[src/common/bus_cycle_defs.svh]
// constants of the bus cycle definition unit
`ifndef BUS_CYCLE_DEFS_SVH
`define BUS_CYCLE_DEFS_SVH

// -----------------------------------------------------------------------------
// cycle definition codes, bit order memory_or_io, data_or_control, write_or_read
// -----------------------------------------------------------------------------
`define CYC_INT_ACK   3'h0
`define CYC_SPECIAL   3'h1
`define CYC_IO_READ   3'h2
`define CYC_IO_WRITE  3'h3
`define CYC_CODE_READ 3'h4
`define CYC_RESERVED  3'h5
`define CYC_MEM_READ  3'h6
`define CYC_MEM_WRITE 3'h7

// -----------------------------------------------------------------------------
// transaction sizes and transfer widths in bytes
// -----------------------------------------------------------------------------
`define BYTES_WORD    5'h04
`define BYTES_DOUBLE  5'h08
`define BYTES_LINE    5'h10
`define STEP_SIZE8    5'h01
`define STEP_SIZE16   5'h02
`define STEP_SIZE32   5'h04
`define BYTES_NONE    5'h00

`endif

[src/common/bus_cycle_pkg.sv]
// types of the bus cycle definition unit
package bus_cycle_pkg;

  // ---------------------------------------------------------------------------
  // request from the core side
  // ---------------------------------------------------------------------------
  typedef enum logic [2:0] {
    KIND_INT_ACK,
    KIND_SPECIAL,
    KIND_IO_READ,
    KIND_IO_WRITE,
    KIND_CODE_READ,
    KIND_MEM_READ,
    KIND_MEM_WRITE
  } cycle_kind_t;

  typedef enum logic [1:0] {
    XACT_SINGLE,
    XACT_FP_DOUBLE,
    XACT_DESCRIPTOR
  } xact_t;

  typedef struct packed {
    cycle_kind_t kind;
    xact_t       xact;
    logic        lock;
    logic        lock_end;
  } bus_req_t;

  // ---------------------------------------------------------------------------
  // cycle definition pins and unit state
  // ---------------------------------------------------------------------------
  typedef struct packed {
    logic memory_or_io;
    logic data_or_control;
    logic write_or_read;
  } cycle_code_t;

  typedef enum logic [2:0] {
    PH_IDLE,
    PH_STROBE,
    PH_WAIT,
    PH_BETWEEN,
    PH_HOLD
  } phase_t;

  typedef struct packed {
    phase_t      phase;
    cycle_code_t code;
    logic        strobe_n;
    logic        bus_oe;
    logic        lock_n;
    logic        pseudo_lock_n;
    logic        last_burst_n;
    logic        locked;
    logic        lock_end;
    logic        fill_ok;
    logic        fp_write;
    logic        first;
    logic [4:0]  left;
    logic        hold_ack;
    logic        req_taken;
    logic        cycle_done;
  } bus_state_t;

endpackage : bus_cycle_pkg

[src/verilog/bus_cycle_unit.sv]
// bus cycle definition, bus lock and pseudo lock outputs of the external bus unit
`timescale 1ns/1ns
`default_nettype none
`include "bus_cycle_defs.svh"
// -----------------------------------------------------------------------------
// Overview of operation
// three outputs encode each cycle type
// cycle code valid with address strobe
// cycle code floats during bus hold
// no bus hold while locked; address hold allowed
// lock from first locked clock until ready
// locked reads never become line fills
// pseudo lock for multi-cycle transactions
// pseudo lock until final addresses driven
// pseudo lock inverse of last burst, except
// pseudo lock follows size and cache pins
// partner samples pseudo lock only at ready
// pseudo lock active low, floats in hold
// strobe with address; floats in hold
// ready ignored when idle, first clock
// cycle code stable until ready
// -----------------------------------------------------------------------------

module bus_cycle_unit (
  input  wire logic                   clk_i,
  input  wire logic                   nrst_i,
  input  wire logic                   req_valid_i,
  input  wire bus_cycle_pkg::bus_req_t req_i,
  input  wire logic                   ready_n_i,
  input  wire logic                   burst_ready_n_i,
  input  wire logic                   size8_request_n_i,
  input  wire logic                   size16_request_n_i,
  input  wire logic                   cache_enable_in_n_i,
  input  wire logic                   bus_hold_req_i,
  input  wire logic                   addr_hold_req_i,
  output logic                        req_taken_o,
  output logic                        cycle_done_o,
  output logic                        address_strobe_n_o,
  output logic                        address_strobe_oe_o,
  output logic                        memory_or_io_o,
  output logic                        data_or_control_o,
  output logic                        write_or_read_o,
  output logic                        cycle_def_oe_o,
  output logic                        bus_lock_n_o,
  output logic                        bus_lock_oe_o,
  output logic                        pseudo_lock_n_o,
  output logic                        pseudo_lock_oe_o,
  output logic                        last_burst_n_o,
  output logic                        hold_ack_o
);

  // ---------------------------------------------------------------------------
  // helpers
  // ---------------------------------------------------------------------------
  bus_cycle_pkg::bus_state_t  st;
  bus_cycle_pkg::bus_state_t  next_st;
  bus_cycle_pkg::cycle_code_t req_code;
  logic [4:0]                 left_after;
  logic [4:0]                 req_total;
  logic                       req_fill_ok;
  logic                       req_fp_write;
  logic                       ready;

  cycle_code_enc u_enc (
    .kind_i (req_i.kind),
    .code_o (req_code)
  );

  transfer_count u_count (
    .first_i             (st.first),
    .fill_ok_i           (st.fill_ok),
    .left_i              (st.left),
    .size8_request_n_i   (size8_request_n_i),
    .size16_request_n_i  (size16_request_n_i),
    .cache_enable_in_n_i (cache_enable_in_n_i),
    .left_after_o        (left_after)
  );

  always_comb begin
    ready        = !ready_n_i || !burst_ready_n_i;
    req_total    = (req_i.xact == bus_cycle_pkg::XACT_SINGLE) ? `BYTES_WORD : `BYTES_DOUBLE;
    // a locked read is never widened into a line fill
    req_fill_ok  = (req_i.xact == bus_cycle_pkg::XACT_SINGLE) && !req_i.lock && !st.locked &&
                   (req_i.kind == bus_cycle_pkg::KIND_CODE_READ ||
                    req_i.kind == bus_cycle_pkg::KIND_MEM_READ);
    req_fp_write = (req_i.xact == bus_cycle_pkg::XACT_FP_DOUBLE) &&
                   (req_i.kind == bus_cycle_pkg::KIND_MEM_WRITE);
  end

  // ---------------------------------------------------------------------------
  // next state
  // ---------------------------------------------------------------------------
  always_comb begin
    next_st            = st;
    next_st.req_taken  = 1'b0;
    next_st.cycle_done = 1'b0;
    unique case (st.phase)
      bus_cycle_pkg::PH_IDLE: begin
        if (bus_hold_req_i && !st.locked) begin
          next_st.phase    = bus_cycle_pkg::PH_HOLD;
          next_st.bus_oe   = 1'b0;
          next_st.hold_ack = 1'b1;
        end else if (req_valid_i && !addr_hold_req_i) begin
          next_st.phase     = bus_cycle_pkg::PH_STROBE;
          next_st.strobe_n  = 1'b0;
          next_st.code      = req_code;
          next_st.req_taken = 1'b1;
          next_st.fill_ok   = req_fill_ok;
          next_st.fp_write  = req_fp_write;
          next_st.first     = 1'b1;
          next_st.left      = req_total;
          next_st.lock_end  = req_i.lock_end;
          next_st.pseudo_lock_n   = (req_total <= `BYTES_WORD);
          next_st.last_burst_n   = req_fp_write ? 1'b0 : (req_total > `BYTES_WORD);
          if (req_i.lock) begin
            next_st.locked = 1'b1;
            next_st.lock_n = 1'b0;
          end
        end
      end
      bus_cycle_pkg::PH_STROBE: begin
        // ready at the end of the strobe clock is ignored
        next_st.phase    = bus_cycle_pkg::PH_WAIT;
        next_st.strobe_n = 1'b1;
        next_st.pseudo_lock_n  = (left_after == `BYTES_NONE);
        next_st.last_burst_n  = st.fp_write ? 1'b0 : (left_after != `BYTES_NONE);
      end
      bus_cycle_pkg::PH_WAIT: begin
        next_st.pseudo_lock_n = (left_after == `BYTES_NONE);
        next_st.last_burst_n = st.fp_write ? 1'b0 : (left_after != `BYTES_NONE);
        if (ready) begin
          next_st.cycle_done = 1'b1;
          next_st.first      = 1'b0;
          next_st.left       = left_after;
          if (left_after != `BYTES_NONE) begin
            if (addr_hold_req_i) begin
              next_st.phase = bus_cycle_pkg::PH_BETWEEN;
            end else begin
              next_st.phase    = bus_cycle_pkg::PH_STROBE;
              next_st.strobe_n = 1'b0;
            end
          end else begin
            next_st.phase   = bus_cycle_pkg::PH_IDLE;
            next_st.pseudo_lock_n = 1'b1;
            next_st.last_burst_n = 1'b1;
            if (st.lock_end) begin
              next_st.locked = 1'b0;
              next_st.lock_n = 1'b1;
            end
          end
        end
      end
      bus_cycle_pkg::PH_BETWEEN: begin
        if (!addr_hold_req_i) begin
          next_st.phase    = bus_cycle_pkg::PH_STROBE;
          next_st.strobe_n = 1'b0;
        end
      end
      bus_cycle_pkg::PH_HOLD: begin
        if (!bus_hold_req_i) begin
          next_st.phase    = bus_cycle_pkg::PH_IDLE;
          next_st.bus_oe   = 1'b1;
          next_st.hold_ack = 1'b0;
        end
      end
      default: begin
        next_st.phase = bus_cycle_pkg::PH_IDLE;
      end
    endcase
  end

  // ---------------------------------------------------------------------------
  // state register
  // ---------------------------------------------------------------------------
  always_ff @(posedge clk_i or negedge nrst_i) begin
    if (!nrst_i) begin
      st <= '{phase: bus_cycle_pkg::PH_IDLE, code: `CYC_MEM_READ, strobe_n: 1'b1, bus_oe: 1'b1,
             lock_n: 1'b1, pseudo_lock_n: 1'b1, last_burst_n: 1'b1, locked: 1'b0, lock_end: 1'b0,
             fill_ok: 1'b0, fp_write: 1'b0, first: 1'b0, left: `BYTES_NONE, hold_ack: 1'b0,
             req_taken: 1'b0, cycle_done: 1'b0};
    end else begin
      st <= next_st;
    end
  end

  // ---------------------------------------------------------------------------
  // outputs, all straight from the state register
  // ---------------------------------------------------------------------------
  assign req_taken_o         = st.req_taken;
  assign cycle_done_o        = st.cycle_done;
  assign address_strobe_n_o  = st.strobe_n;
  assign address_strobe_oe_o = st.bus_oe;
  assign memory_or_io_o      = st.code.memory_or_io;
  assign data_or_control_o   = st.code.data_or_control;
  assign write_or_read_o     = st.code.write_or_read;
  assign cycle_def_oe_o      = st.bus_oe;
  assign bus_lock_n_o        = st.lock_n;
  assign bus_lock_oe_o       = st.bus_oe;
  assign pseudo_lock_n_o     = st.pseudo_lock_n;
  assign pseudo_lock_oe_o    = st.bus_oe;
  assign last_burst_n_o      = st.last_burst_n;
  assign hold_ack_o          = st.hold_ack;
endmodule : bus_cycle_unit
`default_nettype wire

[src/verilog/cycle_code_enc.sv]
// maps a request kind onto the three cycle definition bits
`timescale 1ns/1ns
`default_nettype none
`include "bus_cycle_defs.svh"

module cycle_code_enc (
  input  wire bus_cycle_pkg::cycle_kind_t kind_i,
  output var  bus_cycle_pkg::cycle_code_t code_o
);

  always_comb begin
    unique case (kind_i)
      bus_cycle_pkg::KIND_INT_ACK:   code_o = `CYC_INT_ACK;
      bus_cycle_pkg::KIND_SPECIAL:   code_o = `CYC_SPECIAL;
      bus_cycle_pkg::KIND_IO_READ:   code_o = `CYC_IO_READ;
      bus_cycle_pkg::KIND_IO_WRITE:  code_o = `CYC_IO_WRITE;
      bus_cycle_pkg::KIND_CODE_READ: code_o = `CYC_CODE_READ;
      bus_cycle_pkg::KIND_MEM_READ:  code_o = `CYC_MEM_READ;
      bus_cycle_pkg::KIND_MEM_WRITE: code_o = `CYC_MEM_WRITE;
      // unused enum code: fall back to a plain memory read, never the reserved code
      default:                       code_o = `CYC_MEM_READ;
    endcase
  end

endmodule : cycle_code_enc
`default_nettype wire

[src/verilog/transfer_count.sv]
// bytes left after the current transfer, from sampled size and cache pins
`timescale 1ns/1ns
`default_nettype none
`include "bus_cycle_defs.svh"

module transfer_count (
  input  wire logic       first_i,
  input  wire logic       fill_ok_i,
  input  wire logic [4:0] left_i,
  input  wire logic       size8_request_n_i,
  input  wire logic       size16_request_n_i,
  input  wire logic       cache_enable_in_n_i,
  output var  logic [4:0] left_after_o
);

  logic [4:0] base;
  logic [4:0] step;

  always_comb begin
    // a cacheable first read grows into a whole line
    base = (first_i && fill_ok_i && !cache_enable_in_n_i) ? `BYTES_LINE : left_i;
    if (!size8_request_n_i) begin
      step = `STEP_SIZE8;
    end else if (!size16_request_n_i) begin
      step = `STEP_SIZE16;
    end else begin
      step = `STEP_SIZE32;
    end
    left_after_o = (base > step) ? 5'(base - step) : `BYTES_NONE;
  end

endmodule : transfer_count
`default_nettype wire

[config.mk]
export PLATFORM = sky130hd
export DESIGN_NAME = bus_cycle_unit
export DESIGN_NICKNAME = d
export VERILOG_FILES = /design/src/common/bus_cycle_pkg.sv /design/src/verilog/bus_cycle_unit.sv /design/src/verilog/cycle_code_enc.sv /design/src/verilog/transfer_count.sv
export VERILOG_INCLUDE_DIRS = /design/src /design/src/common
export SDC_FILE = /design/constraint.sdc
export NUM_CORES = 1
export LEC_CHECK = 0
export ABC_AREA = 1
export ABC_CLOCK_PERIOD_IN_PS = 2600
export BUFFER_PORTS_ARGS = -buffer_cell sky130_fd_sc_hd__buf_2
export CAP_MARGIN = 20
export CORE_UTILIZATION = 54
export CTS_BUF_LIST = sky130_fd_sc_hd__clkbuf_16
export DETAILED_ROUTE_END_ITERATION = 10
export PLACE_DENSITY_LB_ADDON = 0.3
export SLEW_MARGIN = 20
export SYNTH_ARGS = -nofsm -noshare
export SYNTH_HDL_FRONTEND = slang
export SYNTH_HIERARCHICAL = 1
export SYNTH_SLANG_ARGS = --single-unit
[constraint.sdc]
create_clock -name clk_i -period 2.6 [get_ports clk_i]
set_input_delay 0.52 -clock clk_i [delete_from_list [all_inputs] [get_ports clk_i]]
set_output_delay 0.52 -clock clk_i [all_outputs]
set_load 0.005 [all_outputs]
==> metrics <==
status=finished, final reports clean; Fin. Hold Viols=0; number of global-route vias before repair=~1300; Non-Filler Instances=about 280; Max-slew headroom=between 60% and 70%; first-pass GRT wire length=between 5000 and 6000 um; clock sinks=24; maximum vdd drop=between 0.6 and 0.7 mV; Post-DRT Antenna Nets=0; Placer Congestion=0.887; wire per inst=approximately 12 um; cts bufs inserted=3; most common library cell in the layout ignoring fill and taps=nand2_1; Yosys cell types=28; CTS Buffer Depth=2; fin crit share=92.0%; crit path kind=in2reg; synthesized area=1560 um2; area leader, netlist=dfrtp_1; initial DRC count=slightly above 50; fraction of layout cells with a size suffix above 1=between 20% and 30%; Max Clk Rate=about 420 MHz; met1 wire length=approximately 1500 um; ranking of synthesized cells by area=dfrtp_1 27%, nand2_1 18%, dfstp_2 12%, inv_1 7.2%, nand3_1 5.5%; Worst setup EP type=flop; htree depth=1; area delta synth->final=16.3%; Nets=around 270; Synthesized Nets=240; Worst-path clk slew=0.06 ns; CP max stage delay=~0.36 ns; clock latency on the worst-skew pair=~0.26 ns; Worst path depth=17; Slew @ Worst Pin=between 0.5 and 0.6 ns; Worst Path Arrival=about 2.6 ns; antenna cells=0; TritonCTS clock tree=built; worst endpoint required time=roughly 2.8 ns; Tmin final=2.39 ns; Cells after Synth=219; synthesized area per cell=around 7 um2; Worst path most repeated cell=nor2_1; pre-CTS setup slack=-0.0428 ns; Port Buf Inserts=30; Starting Density=57.0%; Leak=between 1 and 1.5 nW; GRT overflow=0; First-pass DRT Iterations=4; post-synthesis sequential area ratio=roughly 39%; skew final=0.00254 ns; clock tree root buffer cell=clkbuf_16; crit-path cells=buf_2 > inv_1 > nand3_2 > inv_1 > nor2_1 > ha_1 > a21oi_2 > nand2_2 > a21oi_2 > nor2_1 > nor2_1 > nand3_2 > nor2_2 > nor2_1 > nand3_1 > nand2_1 > inv_1; Placed Cells=~280; io pins=31; DR WL met2=about 1700 um; commonest cells after routing, fill and taps aside=76 x nand2_1, 30 x inv_1, 30 x buf_2, 19 x nor2_1, 17 x dfrtp_1; Final Max Tran Viols=0; final core utilization=66.3%; met3 WL=between 100 and 150 um; Crit path buffers/inverters=4; die height=55.7 um; DRC viols=0; Total GRT Usage=between 20% and 30%; post-synth top area share=~27%; core region area=about 2700 um2; Slowest cell on crit path=ha_1; post-CTS sizing=0; Yosys reg bits=24; final wirelength=between 3000 and 4000 um; synth warn=6; worst hold path class=in2async; final setup vio count=0; Final WS setup=approximately 0.21 ns; initial antenna violation count=0; Rows=19; DP HPWL=about 2600 um; Vias/cell=roughly 5.2; worst-path fanout max=7; Pwr Density=between 1000 and 1500 nW/um2; Register-to-Register Path Depth=15; top layer reached by signal wires=met4; Die X=around 56 um; Worst Setup Start Kind=primary input; via count of the routed design=around 1400; full die area=around 3100 um2; CP top delay family=simple AND/OR/NAND/NOR gates; RSZ-0062 raised after global routing=false; Post-CTS Setup Inserts=0; largest net degree at the start of global routing=25; number of max-cap violations=0; Fillers=around 250; CTS Hold Buffers Added=0
==> routing by layer <==
layer  track usage (%)  vias up
met3              2.09        5
met2              40.4       35
met1              29.7      673
li1                  -      736
met4              7.50        0
met5                 0        -
==> stage by stage <==
step	area, um2	power [mW]	TNS (ns)	hold slack [ns]
final	1810	2.05	0	0.238
after global routing	1810	2.23	0	0.280
after CTS	1810	2.04	0	0.266
after detailed placement	1730	1.69	-0.118	0.454
after global placement	1730	1.66	0	0.451
after floorplan	1560	1.43	0	0.224
==> final timing paths <==
path / slack, ns / endpoint / startpoint
setup reg to reg: 0.22 / last_burst_n_o / st[8]
hold / removal: 0.24 / st[22] / nrst_i
setup / recovery: 0.21 / last_burst_n_o / cache_enable_in_n_i
min in group clk_i: 0.46 / hold_ack_o / hold_ack_o
hold reg to reg: 0.46 / hold_ack_o / hold_ack_o
max in group asynchronous: 1.99 / memory_or_io_o / nrst_i
==> cell usage after synthesis <==
cell	number
a21oi_2	2
a21oi_1	5
nand3_2	1
nand3_4	1
ha_1	3
o21ai_0	7
inv_1	30
o21ai_1	5
nand3_1	17
xor2_1	1
inv_2	4
nand3b_1	1
nand2_2	5
nor2_4	3
nor2_1	19
fa_1	1
nand2_1	76
a21boi_0	1
nand4_2	1
dfstp_2	7
nor3_1	1
clkbuf_1	1
dfrtp_1	17
buf_4	3
nor2_2	2
nand4_1	1
o31ai_1	1
nand2_4	3
==> flip-flops by register name, indices dropped and copies added, names as in the netlist <==
| signal | cells |
|---|---|
| address_strobe_oe_o | 1 |
| write_or_read_o | 1 |
| last_burst_n_o | 1 |
| req_taken_o | 1 |
| cycle_done_o | 1 |
| hold_ack_o | 1 |
| address_strobe_n_o | 1 |
| data_or_control_o | 1 |
| st | 13 |
| bus_lock_n_o | 1 |
| pseudo_lock_n_o | 1 |
| memory_or_io_o | 1 |
==> cells by family after synthesis <==
family	count (synthesis)	synth area share (%)
compound gates	21	7.54
xor+xnor	1	0.562
fa+ha+maj	4	3.69
buf+inv	38	9.87
flops	24	39.1
simple gates	131	39.2
==> final cells by class <==
type	instances	area [um2]	share of cell area [%]
flip-flops and latches	24	609	33.6
multi-input cells	157	801	44.2
inverters	34	128	7.04
clock buffers	3	75.1	4.14
well taps	31	38.8	2.14
clock inverters	1	3.75	0.207
repair buffers	31	158	8.70
==> where the power goes <==
group | switching [mW] | internal, mW | total (mW)
clock | 0.129 | 0.206 | 0.335
sequential | 0.102 | 0.540 | 0.642
combinational | 0.687 | 0.390 | 1.08
Power figures use the tool's default switching activity.
